--- config.mk ---
export PLATFORM = sky130hd
export DESIGN_NAME = scs_clock_stop_ctrl
export DESIGN_NICKNAME = d
export VERILOG_FILES = /design/src/core/scs_pkg.sv /design/src/core/scs_clock_stop_ctrl.sv /design/src/core/scs_ms_timer.sv
export SDC_FILE = /design/constraint.sdc
export NUM_CORES = 1
export LEC_CHECK = 0
export CAP_MARGIN = 0
export CORE_ASPECT_RATIO = 1.4
export CORE_MARGIN = 2
export CORE_UTILIZATION = 25
export CTS_CLUSTER_DIAMETER = 60
export DETAILED_ROUTE_END_ITERATION = 10
export DONT_BUFFER_PORTS = 1
export HOLD_SLACK_MARGIN = 0.1
export PLACE_DENSITY_LB_ADDON = 0.05
export SETUP_SLACK_MARGIN = 0.4
export SYNTH_ARGS = -nofsm -noshare
export SYNTH_HDL_FRONTEND = slang
export SYNTH_SLANG_ARGS = --single-unit
--- constraint.sdc ---
create_clock -name clock -period 5.3 [get_ports clock]
set_clock_uncertainty 0.05 [all_clocks]
set_input_delay 0 -clock clock [delete_from_list [all_inputs] [get_ports clock]]
set_output_delay 0 -clock clock [all_outputs]
set_load 0.01 [all_outputs]
--- src/core/scs_pkg.sv ---
// Package for the suspend clock-stop controller: register map, fields, timing
package scs_pkg;
    // Register indices on the plain register port
    localparam logic [3:0] SCS_ADDR_CTRL = 4'h0;
    localparam logic [3:0] SCS_ADDR_CMD = 4'h1;
    localparam logic [3:0] SCS_ADDR_STATUS = 4'h2;
    // Field positions of clock_stop_control
    localparam int SCS_SEL_BIT = 0;
    localparam int SCS_DLY_LSB = 4;
    localparam int SCS_DLY_MSB = 7;
    localparam logic [7:0] SCS_CTRL_RESET = 8'h00;
    localparam logic [7:0] SCS_CTRL_WMASK = 8'hF1;
    // Timing: one millisecond at the system clock rate
    localparam int SCS_CLK_MHZ = 100;
    localparam int SCS_MS_US = 1000;
    localparam int SCS_MS_CYCLES = SCS_CLK_MHZ * SCS_MS_US;
    localparam int SCS_SYNC_STAGES = 3;

    typedef enum logic [2:0] {
        SCS_IDLE = 3'b000,
        SCS_REQ = 3'b001,
        SCS_HALT = 3'b010,
        SCS_STOP = 3'b011,
        SCS_RESYNC = 3'b100
    } scs_state_t;

    // Register port request bundle
    typedef struct packed {
        logic [3:0] addr;
        logic [7:0] wdata;
        logic wr;
        logic rd;
    } scs_bus_t;
endpackage : scs_pkg

--- src/core/scs_clock_stop_ctrl.sv ---
// Suspend clock-stop controller: suspend handshake, clock-stop pin, resync delay
// Functional notes
// - After break ends full suspend, wait delay-field milliseconds before releasing request.
// - Delay applies only if clock-stop select was set at suspend entry.
// - Delay field is plain binary milliseconds, 0 to 15.
// - Select bit chooses handshake-only suspend or full system suspend.
// - Select clear: handshake only, clock-stop indicator stays inactive.
// - Handshake-only suspend: release request as soon as break occurs.
// - Select set: after handshake, assert clock-stop indicator.
// - Full suspend break: drop indicator, run delay, then release request.
// - Indicator asserts only after processor acknowledges request.
// - Management event or unmasked interrupt while stopped is a break.
// - Management interrupt output held asserted throughout resync delay.
// - Indicator pin sampled at reset as inactive level; opposite drives active.
//
// Added by the designer: the register addresses and strobed register access.
`timescale 1ns/100ps
module scs_clock_stop_ctrl
    import scs_pkg::*;
#(
    parameter int MS_CYCLES = SCS_MS_CYCLES
) (
    input wire logic clock,
    input wire logic resetn,
    input wire logic [3:0] reg_addr,
    input wire logic [7:0] reg_wdata,
    input wire logic reg_wr,
    input wire logic reg_rd,
    output logic [7:0] reg_rdata,
    output logic cpu_suspend_request_n,
    input wire logic cpu_suspend_ack_n,
    input wire logic mgmt_event,
    input wire logic [7:0] irq_in,
    input wire logic [7:0] irq_mask,
    output logic mgmt_interrupt_n,
    input wire logic clock_stop_indicator_in,
    output logic clock_stop_indicator_out,
    output logic clock_stop_indicator_oe_n
);
    scs_bus_t bus;
    scs_state_t state;
    scs_state_t next_state;
    logic [7:0] ctrl;
    logic full_mode;
    logic inactive_level;
    logic strap_taken;
    logic stop_active;
    logic [SCS_SYNC_STAGES-1:0] ack_sync;
    logic [SCS_SYNC_STAGES-1:0] smi_sync;
    logic [SCS_SYNC_STAGES-1:0] ind_sync;
    logic [7:0] irq_s1;
    logic [7:0] irq_s2;
    logic [7:0] irq_s3;
    logic [7:0] irq_q;
    logic ack_q;
    logic smi_q;
    logic hold_smi;
    logic [1:0] strap_fill;
    logic [31:0] resync_cycles;

    assign bus = '{addr: reg_addr, wdata: reg_wdata, wr: reg_wr, rd: reg_rd};

    // Three-stage input synchronisers; a level counts when stages two and three agree
    always_ff @(posedge clock or negedge resetn) begin
        if (!resetn) begin
            ack_sync <= 3'b111;
            smi_sync <= 3'b000;
            ind_sync <= 3'b000;
            irq_s1 <= 8'h00;
            irq_s2 <= 8'h00;
            irq_s3 <= 8'h00;
        end else begin
            ack_sync <= {ack_sync[1:0], cpu_suspend_ack_n};
            smi_sync <= {smi_sync[1:0], mgmt_event};
            ind_sync <= {ind_sync[1:0], clock_stop_indicator_in};
            irq_s1 <= irq_in;
            irq_s2 <= irq_s1;
            irq_s3 <= irq_s2;
        end
    end

    // Filtered levels hold until the last two stages agree
    always_ff @(posedge clock or negedge resetn) begin
        if (!resetn) begin
            ack_q <= 1'b0;
            smi_q <= 1'b0;
            irq_q <= 8'h00;
        end else begin
            if (ack_sync[1] == ack_sync[2]) begin
                ack_q <= !ack_sync[2];
            end
            if (smi_sync[1] == smi_sync[2]) begin
                smi_q <= smi_sync[2];
            end
            // Per line: set when both stages high, clear when both low, else hold
            irq_q <= (irq_s2 & irq_s3) | (irq_q & (irq_s2 | irq_s3));
        end
    end

    // Interrupt lines count only once filtered and with the mask clear
    wire [7:0] irq_agree = irq_q & ~irq_mask;
    wire break_event = smi_q || (irq_agree != 8'h00);

    // Strap catch after release: the pin is still an input here
    // Waits until the synchroniser holds only pin samples, else the reset fill reads as strap
    always_ff @(posedge clock or negedge resetn) begin
        if (!resetn) begin
            inactive_level <= 1'b0;
            strap_taken <= 1'b0;
            strap_fill <= 2'h0;
        end else if (strap_fill != 2'(SCS_SYNC_STAGES)) begin
            strap_fill <= strap_fill + 2'h1;
        end else if (!strap_taken && (ind_sync[1] == ind_sync[2])) begin
            inactive_level <= ind_sync[2];
            strap_taken <= 1'b1;
        end
    end

    // Register decode
    wire wr_ctrl = bus.wr && (bus.addr == SCS_ADDR_CTRL);
    wire wr_cmd = bus.wr && (bus.addr == SCS_ADDR_CMD) && strap_taken;
    wire [7:0] status_word = {4'h0, stop_active, 3'(state)};
    wire [7:0] next_rdata = (bus.addr == SCS_ADDR_CTRL) ? ctrl :
                            (bus.addr == SCS_ADDR_STATUS) ? status_word : 8'h00;

    // Control register; reserved bits held at zero whatever is written
    always_ff @(posedge clock or negedge resetn) begin
        if (!resetn) begin
            ctrl <= SCS_CTRL_RESET;
        end else if (wr_ctrl) begin
            ctrl <= bus.wdata & SCS_CTRL_WMASK;
        end
    end

    // Read data one cycle after the strobe, zero otherwise
    always_ff @(posedge clock or negedge resetn) begin
        if (!resetn) begin
            reg_rdata <= 8'h00;
        end else begin
            reg_rdata <= bus.rd ? next_rdata : 8'h00;
        end
    end

    // Resync delay timer
    logic delay_start;
    logic delay_done;
    scs_ms_timer #(.MS_CYCLES(MS_CYCLES)) scs_ms_timer_inst (
        .clock(clock),
        .resetn(resetn),
        .start(delay_start),
        .ms_count(ctrl[SCS_DLY_MSB:SCS_DLY_LSB]),
        .done(delay_done)
    );

    // Sequencer transitions
    always_comb begin
        next_state = state;
        delay_start = 1'b0;
        unique case (state)
            SCS_IDLE: begin
                if (wr_cmd) begin
                    next_state = SCS_REQ;
                end
            end
            SCS_REQ: begin
                if (ack_q) begin
                    next_state = full_mode ? SCS_STOP : SCS_HALT;
                end
            end
            SCS_HALT: begin
                if (break_event) begin
                    next_state = SCS_IDLE;
                end
            end
            SCS_STOP: begin
                if (break_event) begin
                    next_state = SCS_RESYNC;
                    delay_start = 1'b1;
                end
            end
            SCS_RESYNC: begin
                if (delay_done) begin
                    next_state = SCS_IDLE;
                end
            end
            default: begin
                next_state = SCS_IDLE;
            end
        endcase
    end

    // State, mode latched at entry, management hold
    always_ff @(posedge clock or negedge resetn) begin
        if (!resetn) begin
            state <= SCS_IDLE;
            full_mode <= 1'b0;
            hold_smi <= 1'b0;
        end else begin
            state <= next_state;
            if (state == SCS_IDLE && wr_cmd) begin
                full_mode <= ctrl[SCS_SEL_BIT];
            end
            hold_smi <= (next_state == SCS_RESYNC);
        end
    end

    // Outputs; the indicator only leaves idle level in the stop state
    assign stop_active = (state == SCS_STOP);
    always_ff @(posedge clock or negedge resetn) begin
        if (!resetn) begin
            cpu_suspend_request_n <= 1'b1;
            mgmt_interrupt_n <= 1'b1;
            clock_stop_indicator_out <= 1'b0;
            clock_stop_indicator_oe_n <= 1'b1;
        end else begin
            cpu_suspend_request_n <= (next_state == SCS_IDLE);
            mgmt_interrupt_n <= !hold_smi && !(next_state == SCS_RESYNC);
            clock_stop_indicator_out <= (next_state == SCS_STOP) ? !inactive_level : inactive_level;
            clock_stop_indicator_oe_n <= !strap_taken;
        end
    end

    // Cycles spent in resync; a millisecond is far beyond any sequence delay, so count here
    always_ff @(posedge clock or negedge resetn) begin
        if (!resetn) begin
            resync_cycles <= 32'h0;
        end else begin
            resync_cycles <= (state == SCS_RESYNC) ? resync_cycles + 32'h1 : 32'h0;
        end
    end

    a_ind_after_ack: assert property (@(posedge clock) disable iff (!resetn)
        $rose(state == SCS_STOP) |-> ack_q && !cpu_suspend_request_n)
        else $error("indicator entered without acknowledge");
    a_halt_no_stop: assert property (@(posedge clock) disable iff (!resetn)
        (state == SCS_HALT) |-> (clock_stop_indicator_out == inactive_level))
        else $error("indicator active in handshake-only suspend");
    a_halt_release: assert property (@(posedge clock) disable iff (!resetn)
        (state == SCS_HALT && break_event) |=> cpu_suspend_request_n)
        else $error("request not released after break");
    a_stop_level: assert property (@(posedge clock) disable iff (!resetn)
        (state == SCS_STOP) |-> clock_stop_indicator_out != inactive_level)
        else $error("indicator not driven active");
    a_resync_hold: assert property (@(posedge clock) disable iff (!resetn)
        (state == SCS_RESYNC) |-> (!cpu_suspend_request_n && !mgmt_interrupt_n
        && clock_stop_indicator_out == inactive_level))
        else $error("resync outputs wrong");
    a_zero_delay: assert property (@(posedge clock) disable iff (!resetn)
        (delay_start && ctrl[SCS_DLY_MSB:SCS_DLY_LSB] == 4'h0) |=> (state == SCS_RESYNC) ##1 (state == SCS_IDLE))
        else $error("zero delay not immediate");
    a_mode_latch: assert property (@(posedge clock) disable iff (!resetn)
        (state == SCS_REQ && ack_q && !full_mode) |=> (state == SCS_HALT))
        else $error("handshake-only went to stop");
    a_reserved_zero: assert property (@(posedge clock) disable iff (!resetn)
        ctrl[3:1] == 3'b000)
        else $error("reserved bits set");
    a_break_stop: assert property (@(posedge clock) disable iff (!resetn)
        (state == SCS_STOP && break_event) |=> (state == SCS_RESYNC))
        else $error("break ignored while stopped");
    a_delay_bound: assert property (@(posedge clock) disable iff (!resetn)
        (state == SCS_RESYNC && delay_done)
        |-> (resync_cycles == 32'(ctrl[SCS_DLY_MSB:SCS_DLY_LSB] * MS_CYCLES)))
        else $error("resync delay length wrong");
endmodule : scs_clock_stop_ctrl

--- src/core/scs_ms_timer.sv ---
// Millisecond down-counter for the resynchronisation delay
`timescale 1ns/100ps
module scs_ms_timer
    import scs_pkg::*;
#(
    parameter int MS_CYCLES = SCS_MS_CYCLES
) (
    input wire logic clock,
    input wire logic resetn,
    input wire logic start,
    input wire logic [3:0] ms_count,
    output logic done
);
    logic [31:0] tick_cnt;
    logic [3:0] ms_left;
    logic running;
    wire tick = running && (tick_cnt == 32'(MS_CYCLES - 1));

    // Prescaler gives a one-cycle millisecond enable
    always_ff @(posedge clock or negedge resetn) begin
        if (!resetn) begin
            tick_cnt <= 32'h0;
        end else if (start || tick) begin
            tick_cnt <= 32'h0;
        end else if (running) begin
            tick_cnt <= tick_cnt + 32'h1;
        end
    end

    // Plain binary count of milliseconds, zero finishes at once
    always_ff @(posedge clock or negedge resetn) begin
        if (!resetn) begin
            ms_left <= 4'h0;
            running <= 1'b0;
            done <= 1'b0;
        end else if (start) begin
            ms_left <= ms_count;
            running <= (ms_count != 4'h0);
            done <= (ms_count == 4'h0);
        end else if (tick) begin
            ms_left <= ms_left - 4'h1;
            running <= (ms_left != 4'h1);
            done <= (ms_left == 4'h1);
        end else begin
            done <= 1'b0;
        end
    end
endmodule : scs_ms_timer

==> results of run 1 <==
-- layout by cell type, fill, tap and decap left out, drive strengths merged, types with 8 or more instances in the layout --
master / instances
xnor2: 10
clkbuf: 9
nand2: 18
dlygate4sd3: 35
nand3: 14
nor2: 47
dfrtp: 101
nor4: 10
maj3: 9
nand4: 20
nor3: 9
nor2b: 8
inv: 11
xor2: 27
mux2: 9
-- state kept, by name, summed over array words and instances, names as in the netlist, 2 cells and up --
| signal | count |
|---|---|
| strap_fill | 2 |
| scs_ms_timer_inst.tick_cnt | 32 |
| irq_s1 | 8 |
| scs_ms_timer_inst.ms_left | 4 |
| irq_q | 8 |
| irq_s2 | 8 |
| ctrl | 5 |
| reg_rdata | 8 |
| irq_s3 | 8 |
| state | 3 |
| ack_sync | 3 |
| smi_sync | 3 |
| ind_sync | 3 |
-- final cells by class --
class | count | area, sq um
Sequential cell | 107 | 2690
Inverter | 8 | 30.0
Multi-Input combinational cell | 231 | 1530
Clock inverter | 7 | 106
Timing Repair Buffer | 36 | 378
Fill cell | 1697 | 11600
Tap cell | 203 | 254
Clock buffer | 9 | 225
-- worst reg2reg max path, cell delays in order (launching register included) --
cell and delay [ns]:
dfrtp_1 0.38, nor2b_1 0.14, nor3_1 0.27, dlygate4sd3_1 0.59, nand4_1 0.12, dlygate4sd3_1 0.59
a21oi_1 0.16, nor3_1 0.08
-- power breakdown --
| group | internal [mW] | switching (mW) |
|---|---|---|
| Combinational | 0.0626 | 0.0486 |
| Clock | 0.423 | 0.330 |
| Sequential | 0.866 | 0.0390 |
| Total | 1.35 | 0.418 |
-- routing by layer --
layer | vias up | GRT usage, % | routed length [um]
met5 | - | 0 | 0
met4 | 0 | 4.76 | 187
met3 | 13 | 2.55 | 267
met2 | 40 | 17.5 | 4350
met1 | 1333 | 13.2 | 4140
li1 | 1309 | - | -
-- cells in the mapped netlist, drive strengths merged --
cell / instances / area share (%)
o41ai: 2 / 0.41
dfrtp: 101 / 59
dfstp: 6 / 3.7
inv: 8 / 0.70
mux2: 9 / 2.4
and3: 7 / 1.0
a21oi: 6 / 0.70
buf: 6 / 1.4
a31oi: 2 / 0.29
mux2i: 3 / 0.70
nor2b: 8 / 1.2
a31o: 1 / 0.20
nand4: 20 / 2.9
nand2: 18 / 1.7
nand3: 14 / 1.6
a2111oi: 1 / 0.35
nand2b: 1 / 0.15
clkbuf: 1 / 0.087
nor2: 47 / 4.1
or3: 2 / 0.29
ha: 4 / 1.2
o211ai: 1 / 0.17
a221oi: 1 / 0.20
or2: 1 / 0.15
nor3: 9 / 1.0
o21ai: 2 / 0.23
xor2: 27 / 5.5
xnor2: 10 / 2.0
and2: 7 / 1.0
nand3b: 1 / 0.17
maj3: 9 / 2.1
nor4b: 3 / 0.76
and4: 5 / 1.1
nor4: 10 / 1.8
-- through the flow --
| stage | utilization (%) | std cells | setup WS, ns | cell area, sq um |
|---|---|---|---|---|
| final | 30.9 | 601 | 2.83 | 5200 |
| after global routing | 30.9 | 601 | 2.67 | 5200 |
| after CTS | 30.9 | 601 | 2.80 | 5200 |
| after detailed placement | 26.7 | 549 | 2.94 | 4490 |
| after global placement | 26.7 | 549 | 2.95 | 4490 |
| after floorplan | - | 353 | 3.40 | 4300 |
-- what timing repair did --
action,CTS,global route
hold buffers,36,0
buffers inserted,0,0
hold endpoints to repair,135,0
-- path summary, 6_finish.rpt --
| path | startpoint | to | slack (ns) | depth (start not counted) |
|---|---|---|---|---|
| max in group asynchronous | resetn | scs_ms_timer_inst.tick_cnt[30] | 4.55 | 2 |
| min in group asynchronous | resetn | ind_sync[2] | 0.16 | 2 |
| min | reg_wr | ctrl[6] | 0.08 | 2 |
| max | irq_q[4] | cpu_suspend_request_n | 2.83 | 7 |
| max reg2reg | irq_q[4] | cpu_suspend_request_n | 2.83 | 7 |
| min reg2reg | irq_s1[2] | irq_s2[2] | 0.30 | 0 |
-- kinds of logic (layout without fill, tap and decap cells) --
group / after synthesis / after routing / share of synthesized area (%)
xor gates and xnor gates: 37 / 37 / 7.53
muxes: 12 / 12 / 3.05
buffers and inverters: 15 / 60 / 2.18
DFF: 107 / 107 / 62.4
adders and majority gates: 13 / 13 / 3.26
and+or+nand+nor: 153 / 153 / 19.0
AOI/OAI and AO/OA: 16 / 16 / 2.56
==> results.json, run 1 <==
{
  "status": "complete, no violations",
  "min-delay-path-class": "in2reg",
  "wirelength_um": 8940,
  "ios": 47,
  "max_stage_delay_ns": 0.59,
  "cts_tree": "built",
  "grt_pass1_wl_um": 15000,
  "vias": 2695,
  "yosysWarnings": 0,
  "critPathKind": "reg2reg",
  "ys_ff_latch": 107,
  "wl_per_cell_um": 14.9,
  "powerDensity_nw_per_um2": 340,
  "grt_max_degree": 108,
  "h-tree-depth": 3,
  "ant_nets": 0,
  "grt_pass1_vias": 2930,
  "crit_fanout": 2,
  "cts_root_buf": "clkbuf_16",
  "synthCells": 353,
  "post_synth_num_cell_types": 40,
  "endpoint_kind": "flop",
  "path_clk_slew_ns": 0.08,
  "syn_to_final_growth_pct": 20.9,
  "core_area_sq_um": 16800,
  "start_util_pct": 25.6,
  "tightest_slew_ns": 0.998,
  "hold_slack_ns": 0.0789,
  "max_freq_mhz": 404,
  "cp_cell_sequence": "nor2b_1 > nor3_1 > dlygate4sd3_1 > nand4_1 > dlygate4sd3_1 > a21oi_1 > nor3_1",
  "cp.arrival_ns": 2.68,
  "max_slew_margin_pct": 32.9,
  "antenna_found_initial": 0,
  "synth_fp_nets": 392,
  "post_cts_resize_count": 0,
  "finalCritPeriodShare_pct": 46.6,
  "clockBufferDepth": 2,
  "layout_min_cycle_time_ns": 2.47,
  "finalHoldViolCount": 0,
  "synth-seq-area-share_pct": 62.4,
  "place.gp.congestion": 0.706,
  "synth.cell_area_sq_um": 4300,
  "cp-start-kind": "flop",
  "rows": 56,
  "die_w_um": 115,
  "drt_pass1_iterations": 4,
  "fp.dieH_um": 159,
  "cts_buffers": 9,
  "drive_gt1_share_pct": 10.1,
  "maxCapViolations": 0,
  "drc": 0,
  "path_buf_inv": 2,
  "path_delay_family": "buffers and inverters",
  "power_mw": 1.77,
  "viasPerCell": 4.48,
  "setup_violations": 0,
  "slowest_stage": "dlygate4sd3_1",
  "ir_worst_vdd_mv": 0.136,
  "grt.total_usage_pct": 10.7,
  "num_antenna_cells": 0,
  "syn_avg_cell_area_sq_um": 12.2,
  "grt_setup_unrepaired": "no",
  "drt_iter0_markers": 101,
  "setup_tns_ns": 0,
  "grt-ovfl-total": 0,
  "die-area_sq_um": 18300,
  "worstSkewPairLatency_ns": 0.36,
  "cellLeakagePower_nw": 2.27,
  "drv_slew": 0,
  "clock-sinks": 107,
  "critical_path_required_ns": 5.51,
  "port_buffers": 0,
  "num-nets-final": 432,
  "dp_hpwl_um": 5760
}
Power figures use the tool's default switching activity.
==> run 2, diff against run 1 <==
clock period = 2 ns   (was 5.3 ns; I/O delays follow)
==> results.json, run 2 (synthesis results as in run 1) <==
{
  "ant_nets": 0,
  "cp-startpoint": "scs_ms_timer_inst.tick_cnt[5]",
  "critPathKind": "reg2reg",
  "dp.cells": 587,
  "cts_buffers": 9,
  "placed_cell_area_sq_um": 4820,
  "clock-sinks": 107,
  "die_w_um": 115,
  "num_antenna_cells": 0,
  "finalCritPeriodShare_pct": 96.7,
  "final_cell_mix": "dfrtp_1 (98), nor2_1 (45), buf_4 (43), xor2_1 (27), dlygate4sd3_1 (26)",
  "fp.dieH_um": 159,
  "cts_root_buf": "clkbuf_16",
  "grt_max_degree": 108,
  "grt.total_usage_pct": 11.8,
  "ios": 47,
  "largest_register_ffs": 32,
  "rows": 56,
  "top_layer": "met4",
  "drive_gt1_share_pct": 26.5,
  "drt_iter0_markers": 109,
  "grt_setup_unrepaired": "yes",
  "endpoint_kind": "flop",
  "tightest_slew_ns": 0.457,
  "met3_length_um": 370,
  "grt_pass1_wl_um": 16600,
  "place.gp.congestion": 0.737,
  "fin_cells": 641,
  "ir_worst_vdd_mv": 0.396,
  "drt_pass1_iterations": 4,
  "worst_slack_ns": 0.0654,
  "viasPerCell": 4.57,
  "drc": 0,
  "r2r-start": "scs_ms_timer_inst.tick_cnt[5]",
  "h-tree-depth": 3,
  "powerDensity_nw_per_um2": 813,
  "cp.arrival_ns": 2.12,
  "wirelength_um": 10000,
  "crit_fanout": 4,
  "dp_hpwl_um": 6760,
  "num-nets-final": 472,
  "status": "finished with violations",
  "die-area_sq_um": 18300,
  "maxCapViolations": 0,
  "critical_path_required_ns": 2.18,
  "grt-ovfl-total": 0,
  "min-delay-path-class": "in2async",
  "port_buffers": 0,
  "met2_length_um": 5330,
  "max_freq_mhz": 517,
  "setup_violations": 0,
  "layout_min_cycle_time_ns": 1.93,
  "wl_per_cell_um": 15.7,
  "drv_slew": 0,
  "grt_pass1_vias": 3110,
  "clockBufferDepth": 2,
  "path_clk_slew_ns": 0.09,
  "core_area_sq_um": 16800,
  "final_area_sq_um": 5730,
  "layout_commonest_cell": "dfrtp_1",
  "antenna_found_initial": 0,
  "regMostFlops": "scs_ms_timer_inst.tick_cnt",
  "utilization_pct": 34.1,
  "place_ws_ns": -0.144,
  "violations": "negative hold slack",
  "fillers": 1684,
  "cellLeakagePower_nw": 2.53,
  "cts_tree": "built",
  "max_slew_margin_pct": 69.2,
  "met1_length_um": 4170,
  "finalHoldViolCount": 107,
  "vias": 2931,
  "worstSkewPairLatency_ns": 0.36,
  "syn_to_final_growth_pct": 33.1,
  "hold_slack_ns": -0.721,
  "cp-start-kind": "flop",
  "start_util_pct": 25.6
}
[run 2: cell count changes in the layout (fill, tap and decap cells not counted), moves of 4 or more]
cell,before,now
buf_4,0,43
dlygate4sd3_1,35,26
nor3_1,9,5
nor2b_1,8,4
nor4_1,9,3
[run 2: timing repair]
action / 4_1_cts / 5_1_grt
resized for setup: 18 / 23
cloned: 1 / 0
hold buffers: 26 / 2
setup buffers: 7 / 4
pin swaps: 11 / 15
hold endpoints to repair: 135 / 109
setup endpoints to repair: 43 / 50
[run 2: where the power goes]
part / leakage, nW / total [mW] / internal (mW) / switching, mW
clock network: 0.164 / 1.97 / 1.03 / 0.938
registers: 1.33 / 2.39 / 2.29 / 0.0953
logic: 1.04 / 0.301 / 0.186 / 0.115
[run 2: path summary, 6_finish.rpt]
check	slack, ns	end	cells past startpoint
max	0.07	scs_ms_timer_inst.ms_left[1]	5
min	-0.72	scs_ms_timer_inst.tick_cnt[9]	0
max reg2reg	0.07	scs_ms_timer_inst.ms_left[1]	5
min reg2reg	0.30	smi_sync[1]	0
max in group asynchronous	2.39	mgmt_interrupt_n	0
min in group clock	0.09	full_mode	3
[run 2: stage by stage]
step,TNS [ns],total power [mW]
after floorplan,0,2.57
after global placement,-2.86,2.66
after detailed placement,-2.46,2.66
after CTS,0,4.75
after global routing,-0.00954,4.90
final,0,4.66
[run 2: critical path, stage by stage, from the launching register on]
cell	delay [ns]
dfrtp_1	0.40
nor4_2	0.35
nand3_2	0.16
or3_4	0.45
mux2i_1	0.14
mux2_4	0.26
[run 2: cell type report]
type                            count  area (sq um)  share of cell area (%)
Tap cell                          203           254                    4.43
Clock inverter                      7           113                    1.97
Clock buffer                        9           225                    3.93
Inverter                            8          30.0                   0.524
Timing Repair Buffer               76           704                    12.3
Multi-Input combinational cell    231          1710                    29.9
Sequential cell                   107          2690                    46.9
[run 2: metal layers]
metal	global-route usage, %	vias to the layer above
li1	-	1386
met1	14.2	1478
met2	20.1	56
met3	3.08	11
met4	4.44	0
met5	0	-
